### src/common/bslw_pkg.sv
// Purpose: shared constants and types for the board status lamp and watchdog block
// Assumes: 100 MHz reference clock, Avalon-MM register access with 32-bit data
// Notes:   times are kept in their own units; cycle counts derive from them
package bslw_pkg;

	// ----------------------------------------------------------------
	// clock and time base
	// ----------------------------------------------------------------
	localparam int unsigned CLK_KHZ          = 100000;
	localparam int unsigned WD_BASE_MS       = 125;
	localparam int unsigned WD_STEPS         = 16;
	localparam int unsigned POWER_ON_SELF_TEST_CODE_HOLD_MS     = 500;
	localparam int unsigned BLINK_HALF_MS    = 250;
	localparam int unsigned WD_BASE_CYC_DEF  = WD_BASE_MS * CLK_KHZ;
	localparam int unsigned POWER_ON_SELF_TEST_CODE_HOLD_CYC_DEF = POWER_ON_SELF_TEST_CODE_HOLD_MS * CLK_KHZ;
	localparam int unsigned BLINK_HALF_CYC_DEF = BLINK_HALF_MS * CLK_KHZ;
	localparam int unsigned WD_CNT_W         = 40;

	// ----------------------------------------------------------------
	// register map (byte addresses)
	// ----------------------------------------------------------------
	localparam int unsigned ADDR_W       = 5;
	localparam logic [4:0] REG_WD_CTRL   = 5'h00;
	localparam logic [4:0] REG_WD_SVC    = 5'h04;
	localparam logic [4:0] REG_STATUS    = 5'h08;
	localparam logic [4:0] REG_LAMP_CFG  = 5'h0C;
	localparam logic [4:0] REG_POWER_ON_SELF_TEST_CODE_CODE = 5'h10;
	localparam logic [4:0] REG_LAMP_APP  = 5'h14;
	localparam logic [4:0] REG_IRQ_STAT  = 5'h18;
	localparam logic [4:0] REG_IRQ_MASK  = 5'h1C;

	// field positions
	localparam int unsigned WD_SEL_LSB   = 0;
	localparam int unsigned WD_MODE_LSB  = 4;
	localparam int unsigned WD_EN_BIT    = 6;
	localparam int unsigned CFG_POWER_ON_SELF_TEST_CODE_BIT = 0;
	localparam int unsigned CFG_BOOT_BIT = 1;
	localparam int unsigned CFG_MIR_LSB  = 4;
	localparam int unsigned APP_RED_LSB  = 4;
	localparam int unsigned IRQ_W        = 3;
	localparam int unsigned IRQ_WD       = 0;
	localparam int unsigned IRQ_SHUT     = 1;
	localparam int unsigned IRQ_THROT    = 2;

	// reset values
	localparam logic [6:0] WD_CTRL_RST   = 7'h00;
	localparam logic [7:0] LAMP_CFG_RST  = 8'h00;
	localparam logic [7:0] LAMP_APP_RST  = 8'h00;
	localparam logic [7:0] POWER_ON_SELF_TEST_CODE_CODE_RST = 8'h00;
	localparam logic [2:0] IRQ_RST       = 3'h0;

	// ----------------------------------------------------------------
	// types
	// ----------------------------------------------------------------
	typedef enum logic [1:0] {WD_TIMER, WD_RESET, WD_IRQ, WD_DUAL} bslw_wd_mode_e;
	typedef enum {WDS_IDLE, WDS_ARMED, WDS_STAGE2, WDS_EXPIRED} bslw_wd_state_e;
	typedef enum {PH_DARK, PH_HIGH, PH_LOW} bslw_power_on_self_test_code_phase_e;

	typedef struct packed {
		logic red;
		logic green;
	} bslw_lamp_s;

	typedef struct packed {
		logic power_fail;
		logic cpu_cat_err;
		logic hw_reset;
		logic fw_boot_fail;
	} bslw_fail_s;

endpackage : bslw_pkg

### src/hdl/bslw_top.sv
// Purpose: watchdog, thermal lamp and general lamp logic with an Avalon-MM register slave
// Assumes: all inputs synchronous to ref_clk_in; power cycle is seen as rst_b_in
// Notes:   one wait state on every bus access; unmapped reads return zero
//
// Added by the designer: the register addresses and the Avalon-MM interface to the registers.
`timescale 1ns/1ps
`default_nettype none

module bslw_top
	import bslw_pkg::*;
#(
	parameter int unsigned WD_BASE_CYCLES    = WD_BASE_CYC_DEF,
	parameter int unsigned POWER_ON_SELF_TEST_CODE_HOLD_CYCLES  = POWER_ON_SELF_TEST_CODE_HOLD_CYC_DEF,
	parameter int unsigned BLINK_HALF_CYCLES = BLINK_HALF_CYC_DEF
) (
	input  wire logic              ref_clk_in,
	input  wire logic              rst_b_in,
	input  wire logic [ADDR_W-1:0] avs_address_in,
	input  wire logic              avs_read_in,
	input  wire logic              avs_write_in,
	input  wire logic [31:0]       avs_writedata_in,
	input  wire logic [3:0]        avs_byteenable_in,
	output logic      [31:0]       avs_readdata_out,
	output logic                   avs_waitrequest_out,
	input  wire bslw_fail_s        fail_flags_in,
	input  wire logic              power_good_in,
	input  wire logic              cpu_throttle_in,
	input  wire logic              cpu_overtemp_in,
	output logic                   irq_out,
	output logic                   wd_reset_out,
	output bslw_lamp_s             watchdog_status_lamp_out,
	output bslw_lamp_s             thermal_status_lamp_out,
	output bslw_lamp_s [3:0]       general_lamps_out
);

	// ----------------------------------------------------------------
	// bus slave
	// ----------------------------------------------------------------
	logic        ack_reg;
	logic [31:0] rdata_reg;
	logic [31:0] wmask;
	logic [31:0] rd_mux;
	logic        wr_fire;
	logic        req;

	logic [6:0]          wd_ctrl_reg;
	logic [7:0]          lamp_cfg_reg;
	logic [7:0]          lamp_app_reg;
	logic [7:0]          power_on_self_test_code_reg;
	logic [IRQ_W-1:0]    irq_stat_reg;
	logic [IRQ_W-1:0]    irq_mask_reg;
	logic [IRQ_W-1:0]    irq_evt;
	bslw_wd_state_e      wd_state_reg;
	logic [WD_CNT_W-1:0] wd_cnt_reg;
	logic [WD_CNT_W-1:0] wd_limit;
	logic                wd_hit;
	logic                wd_svc;
	logic                wd_rst_reg;
	bslw_wd_mode_e       wd_mode;
	logic                shut_reg;
	logic                shut_d_reg;
	logic                throt_d_reg;
	logic [31:0]         blink_cnt_reg;
	logic                blink_reg;
	bslw_power_on_self_test_code_phase_e    ph_reg;
	logic [31:0]         ph_cnt_reg;
	logic [3:0]          nibble;
	logic [3:0]          fail_vec;
	bslw_lamp_s          wd_lamp_reg;
	bslw_lamp_s          th_lamp_reg;
	bslw_lamp_s [3:0]    gen_lamp_reg;

	assign req                 = avs_read_in | avs_write_in;
	// one wait state gives the read mux a full cycle before data must stand
	assign avs_waitrequest_out = req & ~ack_reg;
	assign wr_fire             = avs_write_in & ack_reg;
	assign avs_readdata_out    = rdata_reg;
	assign wmask = {{8{avs_byteenable_in[3]}}, {8{avs_byteenable_in[2]}},
	                {8{avs_byteenable_in[1]}}, {8{avs_byteenable_in[0]}}};

	always_comb begin
		rd_mux = 32'h0000_0000;
		case (avs_address_in)
			REG_WD_CTRL:   rd_mux[6:0] = wd_ctrl_reg;
			REG_STATUS:    rd_mux[7:0] = {2'(ph_reg), cpu_throttle_in, shut_reg,
			                              wd_state_reg == WDS_STAGE2, wd_state_reg == WDS_EXPIRED,
			                              wd_state_reg == WDS_ARMED, wd_state_reg == WDS_IDLE};
			REG_LAMP_CFG:  rd_mux[7:0] = lamp_cfg_reg;
			REG_POWER_ON_SELF_TEST_CODE_CODE: rd_mux[7:0] = power_on_self_test_code_reg;
			REG_LAMP_APP:  rd_mux[7:0] = lamp_app_reg;
			REG_IRQ_STAT:  rd_mux[IRQ_W-1:0] = irq_stat_reg;
			REG_IRQ_MASK:  rd_mux[IRQ_W-1:0] = irq_mask_reg;
			default:       rd_mux = 32'h0000_0000;
		endcase
	end

	always_ff @(posedge ref_clk_in or negedge rst_b_in) begin
		if (!rst_b_in) begin
			ack_reg   <= 1'b0;
			rdata_reg <= 32'h0000_0000;
		end else begin
			ack_reg <= req & ~ack_reg;
			if (avs_read_in && !ack_reg) begin
				rdata_reg <= rd_mux;
			end
		end
	end

	always_ff @(posedge ref_clk_in or negedge rst_b_in) begin
		if (!rst_b_in) begin
			wd_ctrl_reg                 <= WD_CTRL_RST;
			lamp_cfg_reg                <= LAMP_CFG_RST;
			lamp_app_reg                <= LAMP_APP_RST;
			power_on_self_test_code_reg <= POWER_ON_SELF_TEST_CODE_CODE_RST;
			irq_mask_reg                <= IRQ_RST;
		end else if (wr_fire) begin
			case (avs_address_in)
				REG_WD_CTRL:   wd_ctrl_reg <= (wd_ctrl_reg & ~wmask[6:0]) | (avs_writedata_in[6:0] & wmask[6:0]);
				REG_LAMP_CFG:  lamp_cfg_reg <= (lamp_cfg_reg & ~wmask[7:0]) | (avs_writedata_in[7:0] & wmask[7:0]);
				REG_LAMP_APP:  lamp_app_reg <= (lamp_app_reg & ~wmask[7:0]) | (avs_writedata_in[7:0] & wmask[7:0]);
				REG_POWER_ON_SELF_TEST_CODE_CODE: power_on_self_test_code_reg <= (power_on_self_test_code_reg & ~wmask[7:0])
				                                              | (avs_writedata_in[7:0] & wmask[7:0]);
				REG_IRQ_MASK:  irq_mask_reg <= (irq_mask_reg & ~wmask[IRQ_W-1:0])
				                               | (avs_writedata_in[IRQ_W-1:0] & wmask[IRQ_W-1:0]);
				default:       ;
			endcase
		end
	end

	// ----------------------------------------------------------------
	// interrupt status
	// ----------------------------------------------------------------
	// a new event in the clearing cycle survives: set wins over clear
	always_ff @(posedge ref_clk_in or negedge rst_b_in) begin
		if (!rst_b_in) begin
			irq_stat_reg <= IRQ_RST;
		end else if (wr_fire && avs_address_in == REG_IRQ_STAT) begin
			irq_stat_reg <= (irq_stat_reg & ~(avs_writedata_in[IRQ_W-1:0] & wmask[IRQ_W-1:0])) | irq_evt;
		end else begin
			irq_stat_reg <= irq_stat_reg | irq_evt;
		end
	end

	assign irq_out = |(irq_stat_reg & irq_mask_reg);

	// ----------------------------------------------------------------
	// watchdog
	// ----------------------------------------------------------------
	assign wd_mode  = bslw_wd_mode_e'(wd_ctrl_reg[WD_MODE_LSB +: 2]);
	assign wd_limit = WD_CNT_W'(WD_BASE_CYCLES) << wd_ctrl_reg[WD_SEL_LSB +: 4];
	assign wd_hit   = (wd_cnt_reg == wd_limit - WD_CNT_W'(1));
	assign wd_svc   = wr_fire && avs_address_in == REG_WD_SVC;

	always_ff @(posedge ref_clk_in or negedge rst_b_in) begin
		if (!rst_b_in) begin
			wd_state_reg <= WDS_IDLE;
			wd_cnt_reg   <= '0;
		end else if (!wd_ctrl_reg[WD_EN_BIT]) begin
			wd_state_reg <= WDS_IDLE;
			wd_cnt_reg   <= '0;
		end else begin
			case (wd_state_reg)
				WDS_IDLE: begin
					wd_state_reg <= WDS_ARMED;
					wd_cnt_reg   <= '0;
				end
				WDS_ARMED, WDS_STAGE2: begin
					if (wd_svc) begin
						wd_state_reg <= WDS_ARMED;
						wd_cnt_reg   <= '0;
					end else if (wd_hit) begin
						wd_cnt_reg <= '0;
						if (wd_state_reg == WDS_ARMED && wd_mode == WD_DUAL) begin
							wd_state_reg <= WDS_STAGE2;
						end else begin
							wd_state_reg <= WDS_EXPIRED;
						end
					end else begin
						wd_cnt_reg <= wd_cnt_reg + WD_CNT_W'(1);
					end
				end
				WDS_EXPIRED: begin
					if (wd_svc) begin
						wd_state_reg <= WDS_ARMED;
						wd_cnt_reg   <= '0;
					end
				end
				default: wd_state_reg <= WDS_IDLE;
			endcase
		end
	end

	// the reset request is a single pulse; the system reset generator stretches it
	always_ff @(posedge ref_clk_in or negedge rst_b_in) begin
		if (!rst_b_in) begin
			wd_rst_reg <= 1'b0;
		end else begin
			wd_rst_reg <= wd_ctrl_reg[WD_EN_BIT] && !wd_svc && wd_hit
			              && ((wd_state_reg == WDS_ARMED && wd_mode == WD_RESET)
			              || wd_state_reg == WDS_STAGE2);
		end
	end

	assign wd_reset_out = wd_rst_reg;

	always_ff @(posedge ref_clk_in or negedge rst_b_in) begin
		if (!rst_b_in) begin
			wd_lamp_reg <= '0;
		end else begin
			wd_lamp_reg.green <= wd_state_reg == WDS_ARMED || wd_state_reg == WDS_STAGE2;
			wd_lamp_reg.red   <= wd_state_reg == WDS_EXPIRED;
		end
	end

	assign watchdog_status_lamp_out = wd_lamp_reg;

	// ----------------------------------------------------------------
	// thermal
	// ----------------------------------------------------------------
	// only a power cycle (rst_b_in) releases the shutdown latch
	always_ff @(posedge ref_clk_in or negedge rst_b_in) begin
		if (!rst_b_in) begin
			shut_reg    <= 1'b0;
			shut_d_reg  <= 1'b0;
			throt_d_reg <= 1'b0;
		end else begin
			shut_reg    <= shut_reg | cpu_overtemp_in;
			shut_d_reg  <= shut_reg;
			throt_d_reg <= cpu_throttle_in;
		end
	end

	always_ff @(posedge ref_clk_in or negedge rst_b_in) begin
		if (!rst_b_in) begin
			blink_cnt_reg <= '0;
			blink_reg     <= 1'b0;
		end else if (blink_cnt_reg == BLINK_HALF_CYCLES - 1) begin
			blink_cnt_reg <= '0;
			blink_reg     <= ~blink_reg;
		end else begin
			blink_cnt_reg <= blink_cnt_reg + 32'h0000_0001;
		end
	end

	assign irq_evt[IRQ_WD]    = wd_ctrl_reg[WD_EN_BIT] && !wd_svc && wd_hit && wd_state_reg == WDS_ARMED
	                            && (wd_mode == WD_IRQ || wd_mode == WD_DUAL);
	assign irq_evt[IRQ_SHUT]  = shut_reg & ~shut_d_reg;
	assign irq_evt[IRQ_THROT] = cpu_throttle_in & ~throt_d_reg;

	always_ff @(posedge ref_clk_in or negedge rst_b_in) begin
		if (!rst_b_in) begin
			th_lamp_reg <= '0;
		end else if (!power_good_in) begin
			th_lamp_reg <= '0;
		end else if (shut_reg) begin
			th_lamp_reg <= '{red: blink_reg, green: 1'b0};
		end else if (cpu_throttle_in) begin
			th_lamp_reg <= '{red: 1'b1, green: 1'b0};
		end else begin
			th_lamp_reg <= '{red: 1'b0, green: 1'b1};
		end
	end

	assign thermal_status_lamp_out = th_lamp_reg;

	// ----------------------------------------------------------------
	// self-test code multiplexer
	// ----------------------------------------------------------------
	always_ff @(posedge ref_clk_in or negedge rst_b_in) begin
		if (!rst_b_in) begin
			ph_reg     <= PH_DARK;
			ph_cnt_reg <= '0;
		end else if (ph_cnt_reg == POWER_ON_SELF_TEST_CODE_HOLD_CYCLES - 1) begin
			ph_cnt_reg <= '0;
			case (ph_reg)
				PH_DARK: ph_reg <= PH_HIGH;
				PH_HIGH: ph_reg <= PH_LOW;
				PH_LOW:  ph_reg <= PH_DARK;
				default: ph_reg <= PH_DARK;
			endcase
		end else begin
			ph_cnt_reg <= ph_cnt_reg + 32'h0000_0001;
		end
	end

	always_comb begin
		case (ph_reg)
			PH_HIGH: nibble = power_on_self_test_code_reg[7:4];
			PH_LOW:  nibble = power_on_self_test_code_reg[3:0];
			default: nibble = 4'h0;
		endcase
	end

	assign fail_vec = fail_flags_in;

	// ----------------------------------------------------------------
	// general lamps
	// ----------------------------------------------------------------
	for (genvar g = 0; g < 4; g++) begin : gen_lamp
		always_ff @(posedge ref_clk_in or negedge rst_b_in) begin
			if (!rst_b_in) begin
				gen_lamp_reg[g] <= '0;
			end else if (shut_reg) begin
				gen_lamp_reg[g] <= '{red: blink_reg, green: 1'b0};
			end else if (!lamp_cfg_reg[CFG_BOOT_BIT]) begin
				gen_lamp_reg[g].red   <= fail_vec[g];
				gen_lamp_reg[g].green <= lamp_cfg_reg[CFG_POWER_ON_SELF_TEST_CODE_BIT] & nibble[g];
			end else if (lamp_cfg_reg[CFG_MIR_LSB + g]) begin
				gen_lamp_reg[g] <= '{red: 1'b0, green: nibble[g]};
			end else begin
				gen_lamp_reg[g].red   <= lamp_app_reg[APP_RED_LSB + g];
				gen_lamp_reg[g].green <= lamp_app_reg[g];
			end
		end
	end

	assign general_lamps_out = gen_lamp_reg;
endmodule : bslw_top

`default_nettype wire

### config.mk
export PLATFORM = sky130hd
export DESIGN_NAME = bslw_top
export DESIGN_NICKNAME = d
export VERILOG_FILES = /design/src/common/bslw_pkg.sv /design/src/hdl/bslw_top.sv
export SDC_FILE = /design/constraint.sdc
export NUM_CORES = 1
export LEC_CHECK = 0
export BUFFER_PORTS_ARGS = -buffer_cell sky130_fd_sc_hd__buf_4
export CAP_MARGIN = 20
export CORE_ASPECT_RATIO = 1.75
export CORE_MARGIN = 3
export CORE_UTILIZATION = 45
export CTS_BUF_LIST = sky130_fd_sc_hd__clkbuf_2 sky130_fd_sc_hd__clkbuf_4 sky130_fd_sc_hd__clkbuf_8
export CTS_CLUSTER_DIAMETER = 200
export DETAILED_ROUTE_END_ITERATION = 16
export GPL_TIMING_DRIVEN = 0
export HOLD_SLACK_MARGIN = 0.03
export PLACE_DENSITY_LB_ADDON = 0.2
export SLEW_MARGIN = 5
export SYNTH_ARGS = -nofsm -noshare
export SYNTH_HDL_FRONTEND = slang
export SYNTH_SLANG_ARGS = --single-unit
export TNS_END_PERCENT = 30
### constraint.sdc
create_clock -name ref_clk_in -period 5.45 [get_ports ref_clk_in]
set_input_delay 0.545 -clock ref_clk_in [delete_from_list [all_inputs] [get_ports ref_clk_in]]
set_output_delay 0.545 -clock ref_clk_in [all_outputs]
set_load 0.005 [all_outputs]
==> impl_metrics.ini <==
[sta]
period_share_pct = 76.7
fin_setup_tns_ps = 0
period_needed_ps = 4180
finalHoldViolCount = 0
grt_setup_unrepaired = false
top_achievable_clock_speed_mhz = 239
worst_pin_slew_ps = 981
finalSetupViolCount = 0
slew_headroom_pct = 34.2
hold_ws_ps = 84.6
timing_max_transition_violations_final = 0
clock-skew-final_ps = 10.5

[placed_design]
port-buffer-count = 46
dp.final_hpwl_mm = 19.5
gp_congestion = 0.989

[setup_path]
critPathLaunchType = flip-flop
worstSetupPathType = flip-flop to flip-flop
cpPeakStageDelay_ps = 520
cpMaxStageDelayCell = sky130_fd_sc_hd__xnor2_1
worst-path-max-fanout = 10
critical_path_arrival_ps = 4540
critical_path.endpoint_type = flip-flop
crit_required_ps = 5810
crit_chain = buf_4 -> nor2_1 -> nand2_1 -> ha_1 -> buf_2 -> xnor2_1 -> xnor2_1 -> a31oi_1 -> nand4b_1 -> nor4_2 -> nand4_2 -> a21oi_4 -> buf_6 -> nor2_1

[logic_synthesis]
most_frequently_used_cell_type_in_the_post_synthesis_netlist = sky130_fd_sc_hd__dfrtp_1
post-synth-top-area-fraction_pct = 45.0
postSynthRegisterBits = 171
yosys.area.top_type = sky130_fd_sc_hd__dfrtp_1
post_synth_num_cell_types = 70
avgSynthCellArea_sq_um = 9.60
synth_cells = 991
mappedNetlistArea_sq_mm = 0.00951
yosys_synthesis_warning_count = 0
synth_async_sr_flop_share_pct = 100
synth_edf_count = 0
synth.yosys.seq_area_share_pct = 45.0
ys_top_cells_by_area = sky130_fd_sc_hd__dfrtp_1, sky130_fd_sc_hd__xor2_1, sky130_fd_sc_hd__nor2_1, sky130_fd_sc_hd__xnor2_1, sky130_fd_sc_hd__mux2_2
synth_top_cells_by_count = sky130_fd_sc_hd__dfrtp_1, sky130_fd_sc_hd__nor2_1, sky130_fd_sc_hd__nand2_1, sky130_fd_sc_hd__xor2_1, sky130_fd_sc_hd__xnor2_1
flip_flop_cell_with_the_highest_count_after_synthesis = sky130_fd_sc_hd__dfrtp_1

[power_and_ir_drop]
leakagePower_nw = 4.81
max_vdd_drop_mv = 0.320
p_per_area_mw_per_mm2 = 252
total_power_mw = 2.72

[cts]
clk_pin_slew_worst_paths_ps = 90
cts.htree.levels = 4
worstSkewPairLatency_ps = 470
cts.hold.buffers_added = 0
max-clock-path-buffers = 2
resized_cells_post_cts = 0
cts_made_buffers = 17
post-cts-setup-buffer-count = 0
numClockSinks = 171
tritoncts = done
root_buffer_master = sky130_fd_sc_hd__clkbuf_8

[global_routing]
antenna_found_initial = 0
grt_start_max_net_pins = 90
globalRoute.totalOverflow = 0
wire_length_of_the_first_global_routing_pass_mm = 41.8
first_global_vias = 7804
grt_util_all_layers_pct = 23.5

[job]
max-cap-violations = 0

[drt]
average_wire_length_per_cell_after_detail_routing_um = 19.4
drt.antenna.violating_nets = 0
first_iter_violations = 521
totalWireLength_mm = 26.0
vias = 7801
drcViolationCount = 0
vias_per_cell = 5.81
drt_first_pass_iters = 14

[final_layout]
antenna_cells_inserted = 0
final_layout_size_suffix_gt1_share_pct = 16.7
fillers = 1891
postLayoutCoreUtil_pct = 52.4
finalNetCount = 1146
flow.area_growth_from_synthesis_pct = 13.3

[floorplan]
dieArea_sq_mm = 0.0230
core.rowCount = 69
die_w_um = 116
pin_count = 99
initial_utilization_pct = 46.3
die_h_um = 198
design.core.area_sq_mm = 0.0205

[worst_hold_path]
hold_path.class = primary input to asynchronous set/reset pin

[outcome]
result_of_the_run = completed
[worst paths after layout]
path | slack [ps] | cells past startpoint | to
worst min register to register | 380 | 0 | shut_d_reg
worst min-delay path | 80 | 1 | wd_cnt_reg[20]
min in group ref_clk_in | 220 | 1 | throt_d_reg
worst max register to register | 1270 | 14 | wd_cnt_reg[20]
worst max-delay path | 1270 | 14 | wd_cnt_reg[20]
max in group asynchronous | 4510 | 2 | asynchronous set/reset pin
[routing by layer]
metal  GRT usage, %  share of wire [%]  wire length (um)
met5              0                  0                 0
met4           14.0                6.2              1610
met3           4.13                4.3              1120
met2           42.2                 54             14000
met1           25.3                 36              9240
[layout make-up]
cell class | instances | area [sq um] | share of cell area, %
clock inverter | 12 | 210 | 1.95
tap | 248 | 310 | 2.88
timing repair buffer | 48 | 388 | 3.60
multi-input combinational | 747 | 4780 | 44.4
clock buffer | 20 | 269 | 2.50
buffer | 69 | 433 | 4.02
inverter | 27 | 101 | 0.941
sequential | 171 | 4280 | 39.7
[layout by cell type (no fill, tap or decap), types with 11 or more instances in the layout]
cell type                  count
sky130_fd_sc_hd__a222oi_1     11
sky130_fd_sc_hd__and4_1       11
sky130_fd_sc_hd__nor2_1      124
sky130_fd_sc_hd__nor3_1       23
sky130_fd_sc_hd__nand3_1      46
sky130_fd_sc_hd__ha_1         13
sky130_fd_sc_hd__xor2_1       54
sky130_fd_sc_hd__conb_1       24
sky130_fd_sc_hd__clkbuf_1     20
sky130_fd_sc_hd__nor4_1       13
sky130_fd_sc_hd__xnor2_1      51
sky130_fd_sc_hd__o21ai_0      38
sky130_fd_sc_hd__dfrtp_1     171
sky130_fd_sc_hd__nand4_1      20
sky130_fd_sc_hd__inv_1        25
sky130_fd_sc_hd__and3_1       21
sky130_fd_sc_hd__buf_2        13
sky130_fd_sc_hd__nor2b_1      11
sky130_fd_sc_hd__buf_4        76
sky130_fd_sc_hd__a21oi_1      32
sky130_fd_sc_hd__mux2_2       34
sky130_fd_sc_hd__nand2_1      81
sky130_fd_sc_hd__clkbuf_8     19
[per-stage QoR]
stage	instance area [sq um]	cells	setup slack [ps]
CTS	10800	1342	1400
detailed placement	10300	1310	1440
floorplan	9600	1014	2520
global route	10800	1342	1090
finish	10800	1342	1270
global placement	10300	1308	1410
[report_power, final]
group / total, mW / switching (mW) / internal, mW
clock: 1.07 / 0.488 / 0.583
sequential: 1.32 / 0.0248 / 1.29
combinational: 0.330 / 0.208 / 0.122
[cells by family (layout without fill, tap and decap cells)]
group / after synthesis / in the layout / synth area share, %
AOI/OAI and AO/OA: 163 / 163 / 11.9
xor gates and xnor gates: 105 / 105 / 9.67
adders and majority gates: 13 / 13 / 1.71
buffers and inverters: 96 / 176 / 5.62
DFF: 171 / 171 / 45.0
muxes: 36 / 36 / 4.24
other: 1 / 24 / 0.0394
and+or+nand+nor: 406 / 406 / 21.8
[critical path: cells and delay by family, from the launching register on]
| family | cells | cell delay (ps) |
|---|---|---|
| simple gates | 6 | 1300 |
| compound gates | 2 | 790 |
| xor+xnor | 2 | 660 |
| buf+inv | 3 | 620 |
| flops | 1 | 480 |
| fa+ha+maj | 1 | 200 |
Power figures use the tool's default switching activity.
